==> src/hw/tws_pkg.sv <==
// Shared constants and types for the two-wire register slave
package tws_pkg;

  // ************************************************************
  // Bus addressing and sizes
  // ************************************************************
  localparam int          DATA_W       = 8;
  localparam int          ADDR_W       = 4;
  localparam int          NUM_REGS     = 16;
  localparam int          STRAP_W      = 3;
  localparam logic [3:0]  DEV_ID_HI    = 4'h7;
  localparam logic [3:0]  BITS_PER_BYTE = 4'h8;
  localparam logic [3:0]  CNT_ZERO     = 4'h0;
  localparam logic [3:0]  CNT_ONE      = 4'h1;

  // ************************************************************
  // Register file contents
  // ************************************************************
  // Addresses 0..6 read-only; constant values are arbitrary
  localparam logic [NUM_REGS-1:0] RO_MASK = 16'h007F;
  localparam logic [NUM_REGS-1:0][DATA_W-1:0] RO_VALUE = {
    8'h00, 8'h00, 8'h00, 8'h00, 8'h00, 8'h00, 8'h00, 8'h00,
    8'h00, 8'h5A, 8'h3C, 8'h00, 8'hA5, 8'h11, 8'h22, 8'h33};
  localparam logic [DATA_W-1:0] RW_RESET = 8'h00;

  // ************************************************************
  // Types
  // ************************************************************
  typedef enum logic [3:0] {
    ST_IDLE    = 4'b0000,
    ST_DEV     = 4'b0001,
    ST_DEV_ACK = 4'b0010,
    ST_REG     = 4'b0011,
    ST_REG_ACK = 4'b0100,
    ST_WR      = 4'b0101,
    ST_WR_ACK  = 4'b0110,
    ST_RD      = 4'b0111,
    ST_RD_ACK  = 4'b1000,
    ST_IGNORE  = 4'b1001
  } tws_state_type;

  typedef struct packed {
    logic              we;
    logic [ADDR_W-1:0] addr;
    logic [DATA_W-1:0] data;
  } tws_wr_type;

  typedef struct packed {
    logic [STRAP_W-1:0] strap_s1;
    logic [STRAP_W-1:0] strap_s2;
    logic               scl_s1;
    logic               scl_s2;
    logic               scl_p;
    logic               sda_s1;
    logic               sda_s2;
    logic               sda_p;
    tws_state_type      state;
    logic [DATA_W-1:0]  shift;
    logic [DATA_W-1:0]  tx;
    logic [3:0]         cnt;
    logic               rw;
    logic [ADDR_W-1:0]  ptr;
    logic               oe_n;
    logic               addressed;
    tws_wr_type         wr;
  } tws_slave_type;

  localparam tws_slave_type SLAVE_RESET = '{
    strap_s1: '0, strap_s2: '0, scl_s1: 1'b1, scl_s2: 1'b1, scl_p: 1'b1,
    sda_s1: 1'b1, sda_s2: 1'b1, sda_p: 1'b1, state: ST_IDLE,
    shift: '0, tx: '0, cnt: CNT_ZERO, rw: 1'b0, ptr: '0,
    oe_n: 1'b1, addressed: 1'b0, wr: '0};

endpackage

==> src/hw/tws_regfile.sv <==
// Sixteen byte configuration store with read-only constants
`timescale 1ns/100ps
module tws_regfile
  import tws_pkg::*;
(
  // Clock and reset
  input  wire logic                  clk,
  input  wire logic                  reset,
  // Write side
  input  wire tws_pkg::tws_wr_type   wr,
  // Read side
  input  wire logic [tws_pkg::ADDR_W-1:0] rd_addr,
  output logic [tws_pkg::DATA_W-1:0] rd_data
);

  typedef struct packed {
    logic [NUM_REGS-1:0][DATA_W-1:0] mem;
    logic [DATA_W-1:0]               rd;
  } tws_mem_type;

  tws_mem_type s_r;
  tws_mem_type s_nxt;

  always_comb
  begin
    s_nxt = s_r;
    // Read-only slots keep their value even when written
    if (wr.we && !RO_MASK[wr.addr])                                     // [RULE_13]
    begin
      s_nxt.mem[wr.addr] = wr.data;
    end
    s_nxt.rd = RO_MASK[rd_addr] ? RO_VALUE[rd_addr] : s_r.mem[rd_addr];
  end

  always_ff @(posedge clk)
  begin
    if (reset)
    begin
      s_r.mem <= {NUM_REGS{RW_RESET}};
      s_r.rd  <= RW_RESET;
    end
    else
    begin
      s_r <= s_nxt;
    end
  end

  assign rd_data = s_r.rd;
endmodule

==> src/hw/tws_slave.sv <==
// Two-wire serial slave giving byte access to configuration registers
`timescale 1ns/100ps
// How it works
// [RULE_01] Advances only on master's clock/data transitions
// [RULE_02] One data byte per transfer, no paging
// [RULE_03] Address is 0111 plus three strap pins
// [RULE_04] Start, address with write bit, first ack
// [RULE_05] Register address byte latched, second ack
// [RULE_06] Repeated start, address with read, third ack
// [RULE_07] Drive selected byte, then release the line
// [RULE_08] Write byte stored at latched address, acked
// [RULE_09] Bytes travel most significant bit first
// [RULE_10] Ack or nack after read both accepted
// [RULE_11] Plain read returns previously latched address
// [RULE_12] Foreign address ignored until next start
// [RULE_13] Writes to read-only registers change nothing
module tws_slave
  import tws_pkg::*;
(
  // Clock and reset
  input  wire logic                         CLK,
  input  wire logic                         RESET,
  // Serial bus pins
  input  wire logic                         SCL,
  input  wire logic                         SDA_IN,
  output logic                              SDA_OUT,
  output logic                              SDA_OE_N,
  // Straps and status
  input  wire logic [tws_pkg::STRAP_W-1:0]  SLAVE_ADDRESS_STRAP_PINS,
  output logic                              ADDRESSED
);

  tws_slave_type s_r;
  tws_slave_type s_nxt;
  logic [DATA_W-1:0] rd_data;
  logic scl_rise;
  logic scl_fall;
  logic start_cond;
  logic stop_cond;
  logic byte_done;
  logic addr_match;

  // ************************************************************
  // Register store
  // ************************************************************
  tws_regfile u_regs
  (
    .clk     (CLK),
    .reset   (RESET),
    .wr      (s_r.wr),
    .rd_addr (s_r.ptr),
    .rd_data (rd_data)
  );

  // ************************************************************
  // Bus edge detection
  // ************************************************************
  // Edges come only from the second sync stage, never the first
  assign scl_rise   = s_r.scl_s2 & ~s_r.scl_p;                           // [RULE_01]
  assign scl_fall   = ~s_r.scl_s2 & s_r.scl_p;                           // [RULE_01]
  assign start_cond = s_r.scl_s2 & s_r.scl_p & s_r.sda_p & ~s_r.sda_s2;
  assign stop_cond  = s_r.scl_s2 & s_r.scl_p & ~s_r.sda_p & s_r.sda_s2;
  assign byte_done  = scl_fall && (s_r.cnt == BITS_PER_BYTE);
  assign addr_match = s_r.shift[DATA_W-1:1] == {DEV_ID_HI, s_r.strap_s2}; // [RULE_03]

  // ************************************************************
  // Protocol state machine
  // ************************************************************
  always_comb
  begin
    s_nxt          = s_r;
    s_nxt.wr.we    = 1'b0;
    s_nxt.strap_s1 = SLAVE_ADDRESS_STRAP_PINS;
    s_nxt.strap_s2 = s_r.strap_s1;
    s_nxt.scl_s1   = SCL;
    s_nxt.scl_s2   = s_r.scl_s1;
    s_nxt.scl_p    = s_r.scl_s2;
    s_nxt.sda_s1   = SDA_IN;
    s_nxt.sda_s2   = s_r.sda_s1;
    s_nxt.sda_p    = s_r.sda_s2;

    if (scl_rise)
    begin
      s_nxt.shift = {s_r.shift[DATA_W-2:0], s_r.sda_s2};                 // [RULE_09]
      s_nxt.cnt   = s_r.cnt + CNT_ONE;
    end

    if (stop_cond)
    begin
      s_nxt.state     = ST_IDLE;
      s_nxt.oe_n      = 1'b1;
      s_nxt.addressed = 1'b0;
    end
    else if (start_cond)
    begin
      // Repeated start lands here too; pointer is kept
      s_nxt.state = ST_DEV;                                              // [RULE_04]
      s_nxt.cnt   = CNT_ZERO;
      s_nxt.oe_n  = 1'b1;
    end
    else
    begin
      case (s_r.state)
        ST_DEV:
        begin
          if (byte_done)
          begin
            if (addr_match)
            begin
              s_nxt.state     = ST_DEV_ACK;                              // [RULE_04]
              s_nxt.oe_n      = 1'b0;
              s_nxt.rw        = s_r.shift[0];
              s_nxt.addressed = 1'b1;
            end
            else
            begin
              s_nxt.state = ST_IGNORE;                                   // [RULE_12]
            end
          end
        end
        ST_DEV_ACK:
        begin
          if (scl_fall)
          begin
            s_nxt.cnt = CNT_ZERO;
            if (s_r.rw)
            begin
              // Pointer from an earlier transfer serves a plain read
              s_nxt.state = ST_RD;                                       // [RULE_06] [RULE_11]
              s_nxt.oe_n  = rd_data[DATA_W-1];                           // [RULE_09]
              s_nxt.tx    = {rd_data[DATA_W-2:0], 1'b0};
            end
            else
            begin
              s_nxt.state = ST_REG;
              s_nxt.oe_n  = 1'b1;
            end
          end
        end
        ST_REG:
        begin
          if (byte_done)
          begin
            // Upper address bits ignored: only sixteen slots exist
            s_nxt.ptr   = s_r.shift[ADDR_W-1:0];                         // [RULE_05]
            s_nxt.state = ST_REG_ACK;
            s_nxt.oe_n  = 1'b0;
          end
        end
        ST_REG_ACK:
        begin
          if (scl_fall)
          begin
            s_nxt.state = ST_WR;
            s_nxt.cnt   = CNT_ZERO;
            s_nxt.oe_n  = 1'b1;
          end
        end
        ST_WR:
        begin
          if (byte_done)
          begin
            s_nxt.wr.we   = 1'b1;                                        // [RULE_08]
            s_nxt.wr.addr = s_r.ptr;
            s_nxt.wr.data = s_r.shift;
            s_nxt.state   = ST_WR_ACK;
            s_nxt.oe_n    = 1'b0;
          end
        end
        ST_WR_ACK:
        begin
          if (scl_fall)
          begin
            // No page mode: later bytes go unanswered
            s_nxt.state = ST_IGNORE;                                     // [RULE_02]
            s_nxt.oe_n  = 1'b1;
          end
        end
        ST_RD:
        begin
          if (byte_done)
          begin
            s_nxt.state = ST_RD_ACK;                                     // [RULE_07]
            s_nxt.oe_n  = 1'b1;
          end
          else if (scl_fall)
          begin
            s_nxt.oe_n = s_r.tx[DATA_W-1];                               // [RULE_09]
            s_nxt.tx   = {s_r.tx[DATA_W-2:0], 1'b0};
          end
        end
        ST_RD_ACK:
        begin
          // Ack and nack treated alike; single byte either way
          if (scl_rise)
          begin
            s_nxt.state = ST_IGNORE;                                     // [RULE_10] [RULE_02]
          end
        end
        default:
        begin
          s_nxt.oe_n = 1'b1;
        end
      endcase
    end
  end

  always_ff @(posedge CLK)
  begin
    if (RESET)
    begin
      s_r <= SLAVE_RESET;
    end
    else
    begin
      s_r <= s_nxt;
    end
  end

  // Line is only ever pulled low, never driven high
  assign SDA_OUT   = 1'b0;
  assign SDA_OE_N  = s_r.oe_n;
  assign ADDRESSED = s_r.addressed;
endmodule

==> config.mk <==
export PLATFORM = sky130hd
export DESIGN_NAME = tws_slave
export DESIGN_NICKNAME = d
export VERILOG_FILES = /design/src/hw/tws_pkg.sv /design/src/hw/tws_regfile.sv /design/src/hw/tws_slave.sv
export SDC_FILE = /design/constraint.sdc
export NUM_CORES = 1
export LEC_CHECK = 0
export ABC_AREA = 1
export BUFFER_PORTS_ARGS = -buffer_cell sky130_fd_sc_hd__buf_2
export CORE_ASPECT_RATIO = 1.1
export CORE_MARGIN = 10
export CORE_UTILIZATION = 60
export CTS_CLUSTER_SIZE = 20
export DETAILED_ROUTE_END_ITERATION = 8
export HOLD_SLACK_MARGIN = 0.1
export PLACE_DENSITY_LB_ADDON = 0.1
export SETUP_SLACK_MARGIN = 0.3
export SLEW_MARGIN = 10
export SYNTH_ARGS = -nofsm -noshare
export SYNTH_HDL_FRONTEND = slang
export SYNTH_SLANG_ARGS = --single-unit
==> constraint.sdc <==
create_clock -name CLK -period 3.7 [get_ports CLK]
set_input_delay 0.37 -clock CLK [delete_from_list [all_inputs] [get_ports CLK]]
set_output_delay 0.37 -clock CLK [all_outputs]
set_load 0.03 [all_outputs]
== Word level (Yosys, flattened, before mapping) ==
Memories as Yosys holds them, arrays and structs flattened. A register that Yosys moved wholly into a read port is not among the register bits.
Index checks and enable logic that the tools add are counted.

* Register bits: 192
* Memory bits (read-only): 160
* Bits of input ports: 7
* Output and inout bits: 3
* Word-level logic and storage cells: 163
* Memories kept: 3

* Add/subtract/negate cells: 1
* $lt $le $gt $ge: 3
* Equality and inequality tests: 32
* Multiplexer cells: 53
* Bitwise gates (word level): 15
* Reductions and logical operators: 19

{| class="wikitable"
|+ Memory list
! name !! words !! bits a word !! rd ports !! clocked after memory_dff !! write ports !! line !! source
|-
| (name not given) || 16 || 8 || 1 || 1 || 0 || tws_regfile.sv:32 || <nowiki>s_nxt.rd = RO_MASK[rd_addr] ? RO_VALUE[rd_addr] : s_r.mem[rd_addr];</nowiki>
|-
| (name not given) || 16 || 1 || 1 || 1 || 0 || tws_regfile.sv:32 ||
|-
| (name not given) || 16 || 1 || 1 || 1 || 0 || tws_regfile.sv:28 || <nowiki>if (wr.we && !RO_MASK[wr.addr])</nowiki>
|}

{| class="wikitable"
|+ Operator list
! operator !! number
|-
| $bwmux W128 || 1
|-
| $mux W4 || 19
|-
| $mux W8 || 7
|-
| $bmux W8 S4 || 1
|-
| $demux W8 S4 || 1
|-
| $pmux W4 S8 || 1
|-
| $ne A3 B3 Y1 const B || 9
|-
| $ne A2 B2 Y1 const B || 12
|-
| $reduce_and A9 Y1 || 2
|-
| $eq A4 B3 Y1 const B || 4
|-
| $pmux W8 S2 || 1
|-
| $mux W13 || 1
|-
| $mux W1 || 12
|-
| $mux W12 || 1
|-
| $reduce_and A4 Y1 || 3
|-
| $lt A4 B5 Y1 const B || 2
|-
| $mux W5 || 2
|-
| $mux W9 || 1
|-
| $reduce_bool A9 Y1 || 1
|-
| $eq A4 B2 Y1 const B || 2
|-
| $eq A4 B4 Y1 const B || 2
|-
| $not A1 Y1 || 8
|-
| $pmux W4 S2 || 1
|-
| $reduce_and A8 Y1 || 1
|-
| 18 further kinds || 28
|}

== Longest topological paths before layout ==
Gate-level depths: netlist of the first run.

* Depth in word-level cells: 7
* Mapped depth: 12
* Mapped depth without buffers: 12

== By module ==
From an unflattened synthesis of the first run, not the netlist that was laid out.

* Cell total of the unflattened synthesis: 1034
* Area, all modules: 7250.7 sq um

{| class="wikitable"
|+ By module, submodules not included
! module !! instances !! cells each !! area an instance (sq um) !! seq. area each (sq um)
|-
| tws_regfile || 1 || 696 || 4827.1 || 2082.0
|-
| tws_slave || 1 || 338 || 2423.6 || 1101.1
|}

== Least setup slack after synthesis of the first run ==
Ideal clock, no wire load.

* Path kind: reg2reg
* From: register s_r[20] in the netlist's numbering
* To: register (tool-made name)
* Setup time: 0.116 ns
* Data arrival time: 1.569 ns
* Data required time: 3.584 ns
* Path slack: 2.015 ns
* Stages on the path, launching flop included: 13
* Path buffers: 0
* Period minus slack after synthesis: 1.685 ns
* Cell sequence: dfxtp_1 > inv_1 > ha_1 > nand3_1 > nor2_4 > nand2_2 > nand2_1 > o21ai_1 > nand2_2 > inv_2 > ha_1 > inv_1 > o21ai_1

{| class="wikitable"
|+ RTL lines
! item !! line !! source
|-
| from (decl) || tws_slave.sv:33 || <nowiki>tws_slave_type s_r;</nowiki>
|-
| from (signal assigned) || tws_slave.sv:216 || <nowiki>s_r <= s_nxt;</nowiki>
|}

== Worst setup path in the final report of the first run ==
* From: register s_r[16] in the netlist's numbering
* To: register u_regs.s_r, in the netlist u_regs.rd_data[7]

* Word-level cells in the longest chain between the ends: 3

{| class="wikitable"
|+ RTL lines
! item !! line !! source
|-
| $bmux W8 S4 || tws_regfile.sv:32 ||
|-
| $mux W8 (not written as such) || tws_regfile.sv:32 ||
|-
| $mux W8 || tws_regfile.sv:32 ||
|-
| to (signal assigned) || tws_regfile.sv:44 || <nowiki>s_r <= s_nxt;</nowiki>
|-
| to (decl) || tws_regfile.sv:21 || <nowiki>tws_mem_type s_r;</nowiki>
|}

Every way passes these cells. The select of a mux whose other input is x is not followed.
A chain may end at the register's enable or synchronous reset.

==> results of run 1 <==
-- critical path, stage by stage (launching register included) --
cell and delay (ns):
sky130_fd_sc_hd__dfxtp_1 0.71, sky130_fd_sc_hd__inv_2 0.39, sky130_fd_sc_hd__a21oi_1 0.22, sky130_fd_sc_hd__o21ai_0 0.14, sky130_fd_sc_hd__nand3_1 0.13, sky130_fd_sc_hd__nand2_1 0.08
sky130_fd_sc_hd__nand2_1 0.10, sky130_fd_sc_hd__nand3_1 0.08, sky130_fd_sc_hd__nand2_1 0.08, sky130_fd_sc_hd__inv_1 0.04
-- registers in the layout (all words and copies together) (netlist names), named ones only --
name,flops
ADDRESSED,1
u_regs.s_r,128
SDA_OE_N,1
s_r,46
u_regs.rd_data,8
s_nxt,7
-- layer usage --
metal,up-vias,routed length (microns),GRT usage
met1,3767,10300,0.302
met3,47,1450,0.0298
met5,-,0,0
met2,243,11000,0.365
li1,4118,-,-
met4,0,534,0.0754
-- per-stage QoR --
stage	hold slack (ns)	instances
global placement	0.389	1420
floorplan	0.388	1282
CTS	0.359	1462
finish	0.379	1462
global route	0.423	1462
detailed placement	0.393	1420
-- worst max path at each step --
stage | endpoint | start | slack [ns] | depth (start not counted)
2_1_floorplan | flop | s_r[20]$_SDFF_PP0_ | 2.02 | 12
3_3_place_gp | u_regs.s_r[105]$_SDFFE_PP0P_ | RESET | 1.72 | 5
3_5_place_dp | u_regs.s_r[108]$_SDFFE_PP0P_ | RESET | 1.71 | 5
4_1_cts | u_regs.s_r[93]$_SDFFE_PP0P_ | s_r[9]$_SDFFE_PP0N_ | 1.69 | 7
5_1_grt | u_regs.s_r[108]$_SDFFE_PP0P_ | s_r[12]$_SDFF_PP0_ | 1.50 | 7
6_report | u_regs.rd_data[7]$_SDFF_PP0_ | s_r[16]$_SDFFE_PP0N_ | 1.63 | 9
-- layout make-up --
| cell class | instances | share of cell area |
|---|---|---|
| Clock buffer | 31 | 0.0678 |
| Clock inverter | 6 | 0.00866 |
| Inverter | 103 | 0.0400 |
| Multi-Input combinational cell | 907 | 0.427 |
| Sequential cell | 201 | 0.416 |
| Tap cell | 192 | 0.0248 |
| Timing Repair Buffer | 22 | 0.0163 |
-- cell families after synthesis --
family,count (synthesis)
simple gates,632
compound gates,267
flops,201
buf+inv,174
fa+ha+maj,5
xor+xnor,2
other cells,1
-- power groups by stage --
stage	sequential (mW)	combinational [mW]	clock, mW
2_1_floorplan	2.26	0.276	0
3_3_place_gp	2.27	0.340	0
3_5_place_dp	2.27	0.341	0
4_1_cts	2.22	0.348	2.25
5_1_grt	2.23	0.397	2.34
6_report	2.22	0.353	2.23
-- cells in the final DEF (no fill, tap or decap) --
cell type and n:
sky130_fd_sc_hd__xor2_1 2, sky130_fd_sc_hd__nand4_1 4, sky130_fd_sc_hd__nand3_1 157, sky130_fd_sc_hd__dfxtp_2 1, sky130_fd_sc_hd__clkinv_4 1, sky130_fd_sc_hd__buf_4 9, sky130_fd_sc_hd__nand2_1 254, sky130_fd_sc_hd__bufinv_16 2
sky130_fd_sc_hd__dlygate4sd3_1 5, sky130_fd_sc_hd__inv_2 9, sky130_fd_sc_hd__dfxtp_1 200, sky130_fd_sc_hd__ha_1 5, sky130_fd_sc_hd__nor2_1 188, sky130_fd_sc_hd__buf_2 8, sky130_fd_sc_hd__clkbuf_8 5, sky130_fd_sc_hd__o21ai_1 6
sky130_fd_sc_hd__nor3_1 4, sky130_fd_sc_hd__a21oi_1 129, sky130_fd_sc_hd__conb_1 1, sky130_fd_sc_hd__clkinv_2 3, sky130_fd_sc_hd__nand2_4 1, sky130_fd_sc_hd__o22ai_1 2, sky130_fd_sc_hd__nand3_2 2, sky130_fd_sc_hd__clkinv_1 6
sky130_fd_sc_hd__inv_1 88, sky130_fd_sc_hd__clkbuf_1 3, sky130_fd_sc_hd__a22oi_1 1, sky130_fd_sc_hd__nand4_2 2, sky130_fd_sc_hd__o21ai_0 127, sky130_fd_sc_hd__clkbuf_16 23, sky130_fd_sc_hd__o211ai_1 1, sky130_fd_sc_hd__nand2_2 3
sky130_fd_sc_hd__nor2_4 5, sky130_fd_sc_hd__nor2_2 8, sky130_fd_sc_hd__or2_2 4, sky130_fd_sc_hd__o21ai_2 1
-- repair_timing --
item / CTS / global route
buffers inserted: 0 / 0
setup endpoints to repair: 0 / 0
hold endpoints to repair: 5 / 0
hold buffers: 5 / 0
==> reports/metrics.json, run 1 <==
{
  "grt_setup_unrepaired": {"value": "no"},
  "area_delta_synth_final": {"value": 9.33, "unit": "%"},
  "postSynthRegisterBits": {"value": 201},
  "hold_violations_final": {"value": 0},
  "final_nets": {"value": 1269},
  "share_of_post_route_cells_with_drive_strength_above_1": {"value": 0.0685},
  "ys_dominant_reg_cell": {"value": "sky130_fd_sc_hd__dfxtp_1"},
  "globalplace.congestion": {"value": 0.955},
  "setup.reg_to_reg.worst_slack": {"value": 1.63, "unit": "ns"},
  "p_clk_frac": {"value": 0.464},
  "synth_top_family_by_area": {"value": "simple AND/OR/NAND/NOR gates"},
  "post_synth_xor_area_fraction": {"value": 0.00198},
  "worstMarginPinSlew": {"value": 0.968, "unit": "ns"},
  "max_slew_margin": {"value": 0.354},
  "setup_viol": {"value": 0},
  "worst_setup_hold_path_clk_slew": {"value": 0.06, "unit": "ns"},
  "sequentialPowerShare": {"value": 0.462},
  "routedWlPerCell": {"value": 15.9, "unit": "microns"},
  "synth_enable_flop_cells": {"value": 0},
  "simple_gate_share_of_the_synthesized_area": {"value": 0.305},
  "antenna_found_initial": {"value": 0},
  "timing.hold.worst.class": {"value": "in2reg"},
  "holdCritStartpoint": {"value": "RESET"},
  "std_cell_rows": {"value": 46},
  "regToRegEndpoint": {"value": "u_regs.rd_data[7]$_SDFF_PP0_"},
  "post-synth-top-area-cell": {"value": "sky130_fd_sc_hd__dfxtp_1"},
  "power_density": {"value": 497, "unit": "nW/um^2"},
  "hold-path-endpoint": {"value": "s_r[47]$_SDFF_PP1_"},
  "r2r-start": {"value": "s_r[16]$_SDFFE_PP0N_"},
  "swShare": {"value": 0.237},
  "grtUsageTotal": {"value": 0.225},
  "design.portCount": {"value": 10},
  "place.port_buffers": {"value": 8},
  "initial_core_util": {"value": 0.613},
  "synth-seq-area-share": {"value": 0.455},
  "timing.final.max_slew_violations": {"value": 0},
  "wirelength": {"value": 23200, "unit": "microns"},
  "worst_r2r_path_depth": {"value": 9},
  "drtAntennaViolNets": {"value": 0},
  "post-route-worst-setup-slack": {"value": 1.63, "unit": "ns"},
  "synth-adder-area-share": {"value": 0.00707},
  "coreArea": {"value": 14400, "unit": "sq um"},
  "die_area": {"value": 20000, "unit": "sq um"},
  "synth.avg_cell_area": {"value": 6.90, "unit": "sq um"},
  "post_synth_instance_area": {"value": 8850, "unit": "sq um"},
  "root_buffer": {"value": "sky130_fd_sc_hd__clkbuf_16"},
  "post_synth_mux_area_share": {"value": 0},
  "power.net_switching": {"value": 1.14, "unit": "mW"},
  "finish.utilization": {"value": 0.670},
  "crit_path_start_kind": {"value": "flop"},
  "worst_ep_required_time": {"value": 4.11, "unit": "ns"},
  "drt-pass1-iter-count": {"value": 5},
  "design_power_total": {"value": 4.81, "unit": "mW"},
  "number_of_cells_produced_by_synthesis": {"value": 1282},
  "antenna-diode-count": {"value": 0},
  "tritoncts": {"value": "done"},
  "place_area": {"value": 8890, "unit": "sq um"},
  "asyncSetResetFlopFracSynth": {"value": 0},
  "via_density": {"value": 5.59},
  "outcome": {"value": "completed"},
  "power.share.combinational": {"value": 0.073},
  "mappedNetlistNets": {"value": 1294},
  "finalCritPeriodShare": {"value": 0.560},
  "holdPathStages": {"value": 3},
  "grt_first_pass_wirelength": {"value": 37500, "unit": "microns"},
  "netlist_top_cells_count": {"value": "sky130_fd_sc_hd__nand2_1 (254), sky130_fd_sc_hd__dfxtp_1 (201), sky130_fd_sc_hd__nor2_1 (188)"},
  "die_y": {"value": 147, "unit": "microns"},
  "critical_path_peak_fanout": {"value": 25},
  "achievable-frequency": {"value": 482, "unit": "MHz"},
  "synthTopCellsByArea": {"value": "sky130_fd_sc_hd__dfxtp_1 (45%), sky130_fd_sc_hd__nand2_1 (11%), sky130_fd_sc_hd__nand3_1 (8.9%)"},
  "dp_worst_setup_slack": {"value": 1.71, "unit": "ns"},
  "internal_power": {"value": 3.67, "unit": "mW"},
  "ys_warn_count": {"value": 0},
  "initialDrtViolationCount": {"value": 858},
  "number_of_global_route_vias_before_repair": {"value": 7469},
  "critPathArrivalTime": {"value": 2.48, "unit": "ns"},
  "maximum_capacitance_violations": {"value": 0},
  "final_worst_clock_skew": {"value": 0.0117, "unit": "ns"},
  "area.sequential": {"value": 4030, "unit": "sq um"},
  "finalSetupTns": {"value": 0, "unit": "ns"},
  "detailroute.via_count": {"value": 8175},
  "yosys.cell_count.top_type": {"value": "sky130_fd_sc_hd__nand2_1"},
  "fillers": {"value": 1316},
  "clk-insertion-delay-late": {"value": 0.51, "unit": "ns"},
  "clock-sinks": {"value": 201},
  "remaining_drc_errors": {"value": 0},
  "postLayoutCellArea": {"value": 9680, "unit": "sq um"},
  "grt.overflow.total": {"value": 0},
  "cts.htree.levels": {"value": 1},
  "tritoncts.num_buffers": {"value": 22},
  "clockBufferDepth": {"value": 3},
  "netlist.area_leader.share": {"value": 0.455},
  "total_leakage_power": {"value": 3.91, "unit": "nW"},
  "synth.lib_cells_used.distinct": {"value": 32},
  "worstSetupPathType": {"value": "reg2reg"},
  "max-vdd-ir-drop": {"value": 0.362, "unit": "mV"},
  "critPathCaptureType": {"value": "flop"},
  "die_width": {"value": 136, "unit": "microns"},
  "ctsResizeCount": {"value": 0},
  "synth-compound-area-share": {"value": 0.152},
  "grt_max_degree": {"value": 91},
  "post-route-min-period": {"value": 2.07, "unit": "ns"},
  "combined_area_of_the_multi_input_logic_cells": {"value": 4130, "unit": "sq um"},
  "detailedPlacementHpwl": {"value": 14400, "unit": "microns"}
}
Power figures use the tool's default switching activity.
==> run 2, diff against run 1 <==
CORE_UTILIZATION = 57   (was 60)
clock period = 1.7 ns   (was 3.7 ns; I/O delays follow)
==> run 2 against run 1 <==
Net effect: clock skew rose by 0.0088 ns; register-to-register slack got worse by 1.5 ns; clock power grew 100%; flip-flop and latch count stayed put; utilization up 5.0 points; global-route usage grew 0.49 points; combinational power grew to 3.0 times the previous value; sequential share of layout area down 4.5 points; setup slack worse by 1.5 ns; first-iteration DRC count up 22%; total power grew 120%; largest cell class unchanged; highest routed layer unchanged.
==> reports/metrics.json, run 2 (synthesis gave the netlist of run 1 again) <==
{
  "filler_free_cell_count_of_the_finished_design": {"value": 1548},
  "dp_worst_setup_slack": {"value": -0.0515, "unit": "ns"},
  "final_worst_clock_skew": {"value": 0.0206, "unit": "ns"},
  "layout.cells.most_common_list": {"value": "sky130_fd_sc_hd__nand2_1 (226), sky130_fd_sc_hd__dfxtp_1 (188), sky130_fd_sc_hd__nor2_1 (175), sky130_fd_sc_hd__nand3_1 (143), sky130_fd_sc_hd__a21oi_1 (125)"},
  "fin_hold_ws": {"value": 0.399, "unit": "ns"},
  "setup_viol": {"value": 0},
  "power.share.combinational": {"value": 0.102},
  "grt_setup_unrepaired": {"value": "yes"},
  "outcome": {"value": "completed"},
  "tritoncts.num_buffers": {"value": 23},
  "achievable-frequency": {"value": 617, "unit": "MHz"},
  "critPathCaptureType": {"value": "flop"},
  "path_cells": {"value": "inv_1 > nor2_4 > nand2_2 > nand2_1 > nand2_4 > nand4_4 > nand2_1 > inv_1 > nor2_1"},
  "root_buffer": {"value": "sky130_fd_sc_hd__clkbuf_16"},
  "design_power_total": {"value": 10.5, "unit": "mW"},
  "power_density": {"value": 960, "unit": "nW/um^2"},
  "share_of_post_route_cells_with_drive_strength_above_1": {"value": 0.197},
  "design.portCount": {"value": 10},
  "crit_family": {"value": "simple AND/OR/NAND/NOR gates"},
  "coreArea": {"value": 15200, "unit": "sq um"},
  "critical_path.max_stage_delay": {"value": 0.37, "unit": "ns"},
  "remaining_drc_errors": {"value": 0},
  "globalplace.congestion": {"value": 0.898},
  "place.port_buffers": {"value": 8},
  "finish.utilization": {"value": 0.720},
  "post-route-worst-setup-slack": {"value": 0.0803, "unit": "ns"},
  "initial_core_util": {"value": 0.583},
  "swShare": {"value": 0.251},
  "final_nets": {"value": 1353},
  "power.net_switching": {"value": 2.63, "unit": "mW"},
  "worst-path-buf-inv": {"value": 2},
  "worst_r2r_path_depth": {"value": 9},
  "worst_setup_hold_path_clk_slew": {"value": 0.06, "unit": "ns"},
  "clockBufferDepth": {"value": 3},
  "die_area": {"value": 20900, "unit": "sq um"},
  "p_clk_frac": {"value": 0.435},
  "holdPathStages": {"value": 2},
  "finalCritPeriodShare": {"value": 0.953},
  "cts.htree.levels": {"value": 1},
  "sequentialPowerShare": {"value": 0.462},
  "detailedPlacementHpwl": {"value": 15400, "unit": "microns"},
  "wirelength": {"value": 26100, "unit": "microns"},
  "worstSetupPathType": {"value": "reg2reg"},
  "timing.final.max_slew_violations": {"value": 0},
  "grt_max_degree": {"value": 74},
  "final_common_cell": {"value": "sky130_fd_sc_hd__nand2_1"},
  "largest_register_ff_count": {"value": 128},
  "timing.hold.worst.class": {"value": "reg2reg"},
  "crit_path_start_kind": {"value": "flop"},
  "die_y": {"value": 151, "unit": "microns"},
  "critical_path_peak_fanout": {"value": 6},
  "critPathArrivalTime": {"value": 2.04, "unit": "ns"},
  "drt-pass1-iter-count": {"value": 7},
  "drtAntennaViolNets": {"value": 0},
  "worst_ep_required_time": {"value": 2.12, "unit": "ns"},
  "number_of_global_route_vias_before_repair": {"value": 7889},
  "dp_cells": {"value": 1473},
  "routedWlPerCell": {"value": 16.8, "unit": "microns"},
  "post-route-min-period": {"value": 1.62, "unit": "ns"},
  "max-vdd-ir-drop": {"value": 0.776, "unit": "mV"},
  "internal_power": {"value": 7.85, "unit": "mW"},
  "initialDrtViolationCount": {"value": 1045},
  "via_density": {"value": 5.67},
  "clock-sinks": {"value": 201},
  "tritoncts": {"value": "done"},
  "hold_violations_final": {"value": 0},
  "clk-insertion-delay-late": {"value": 0.51, "unit": "ns"},
  "die_width": {"value": 139, "unit": "microns"},
  "grtUsageTotal": {"value": 0.230},
  "antenna-diode-count": {"value": 0},
  "grt.overflow.total": {"value": 0},
  "total_leakage_power": {"value": 4.43, "unit": "nW"},
  "worstSetupPathDepth": {"value": 9},
  "grt_first_pass_wirelength": {"value": 40400, "unit": "microns"},
  "crit_path_top_delay_cell": {"value": "sky130_fd_sc_hd__dfxtp_4"},
  "maximum_capacitance_violations": {"value": 0},
  "top_register": {"value": "u_regs.s_r"},
  "area_delta_synth_final": {"value": 23.4, "unit": "%"},
  "std_cell_rows": {"value": 47},
  "detailroute.via_count": {"value": 8776},
  "antenna_found_initial": {"value": 0}
}
==> run 2: timing repair <==
item / in CTS / in global routing
resized for setup: 61 / 122
hold buffers: 9 / 0
hold endpoints to repair: 10 / 0
cloned: 3 / 2
endpoints found under the setup margin: 140 / 145
pin swaps: 11 / 24
setup buffers: 11 / 14
==> run 2: per-stage QoR <==
stage	area (sq um)	setup TNS, ns
after global placement	9400	0
after CTS	10500	0
after floorplan	8890	0
after global routing	10900	-0.0151
final	10900	0
after detailed placement	9400	-0.0607
==> run 2: power by group through the flow <==
stage	clock, mW	sequential, mW	combinational [mW]
finish	4.56	4.84	1.07
global route	4.82	4.85	1.17
CTS	4.63	4.83	0.906
detailed placement	0	4.93	0.800
global placement	0	4.92	0.797
floorplan	0	4.93	0.603
==> run 2: final timing paths <==
check,to,slack [ns],from
setup / recovery,s_r[41]$_SDFFE_PP0P_,0.08,s_r[40]$_SDFFE_PP0P_
hold / removal,s_r[51]$_SDFF_PP0_,0.40,s_nxt[51]$_SDFF_PP0_
hold reg to reg,s_r[51]$_SDFF_PP0_,0.40,s_nxt[51]$_SDFF_PP0_
setup reg to reg,s_r[41]$_SDFFE_PP0P_,0.08,s_r[40]$_SDFFE_PP0P_
==> run 2: cell type report <==
type | instances | area, sq um
repair buffers | 104 | 973
inverters | 103 | 408
clock inverters | 3 | 25.0
well taps | 196 | 245
fillers | 1206 | 4250
multi-input cells | 908 | 4560
clock buffers | 33 | 663
flip-flops and latches | 201 | 4050
==> run 2: tightest hold or removal path: cells and delay by family (launching register included) <==
kind	cells	cell delay, ns
buf+inv	1	0.04
flops	1	0.29
simple gates	1	0.03
==> run 2: per-layer routing <==
layer  vias up  global-route usage  wire length, microns
met5         -                   0                     0
met4         0              0.0725                   778
met3        67              0.0302                  2050
met2       398               0.382                 12400
met1      4017               0.306                 10900
li1       4294                   -                     -
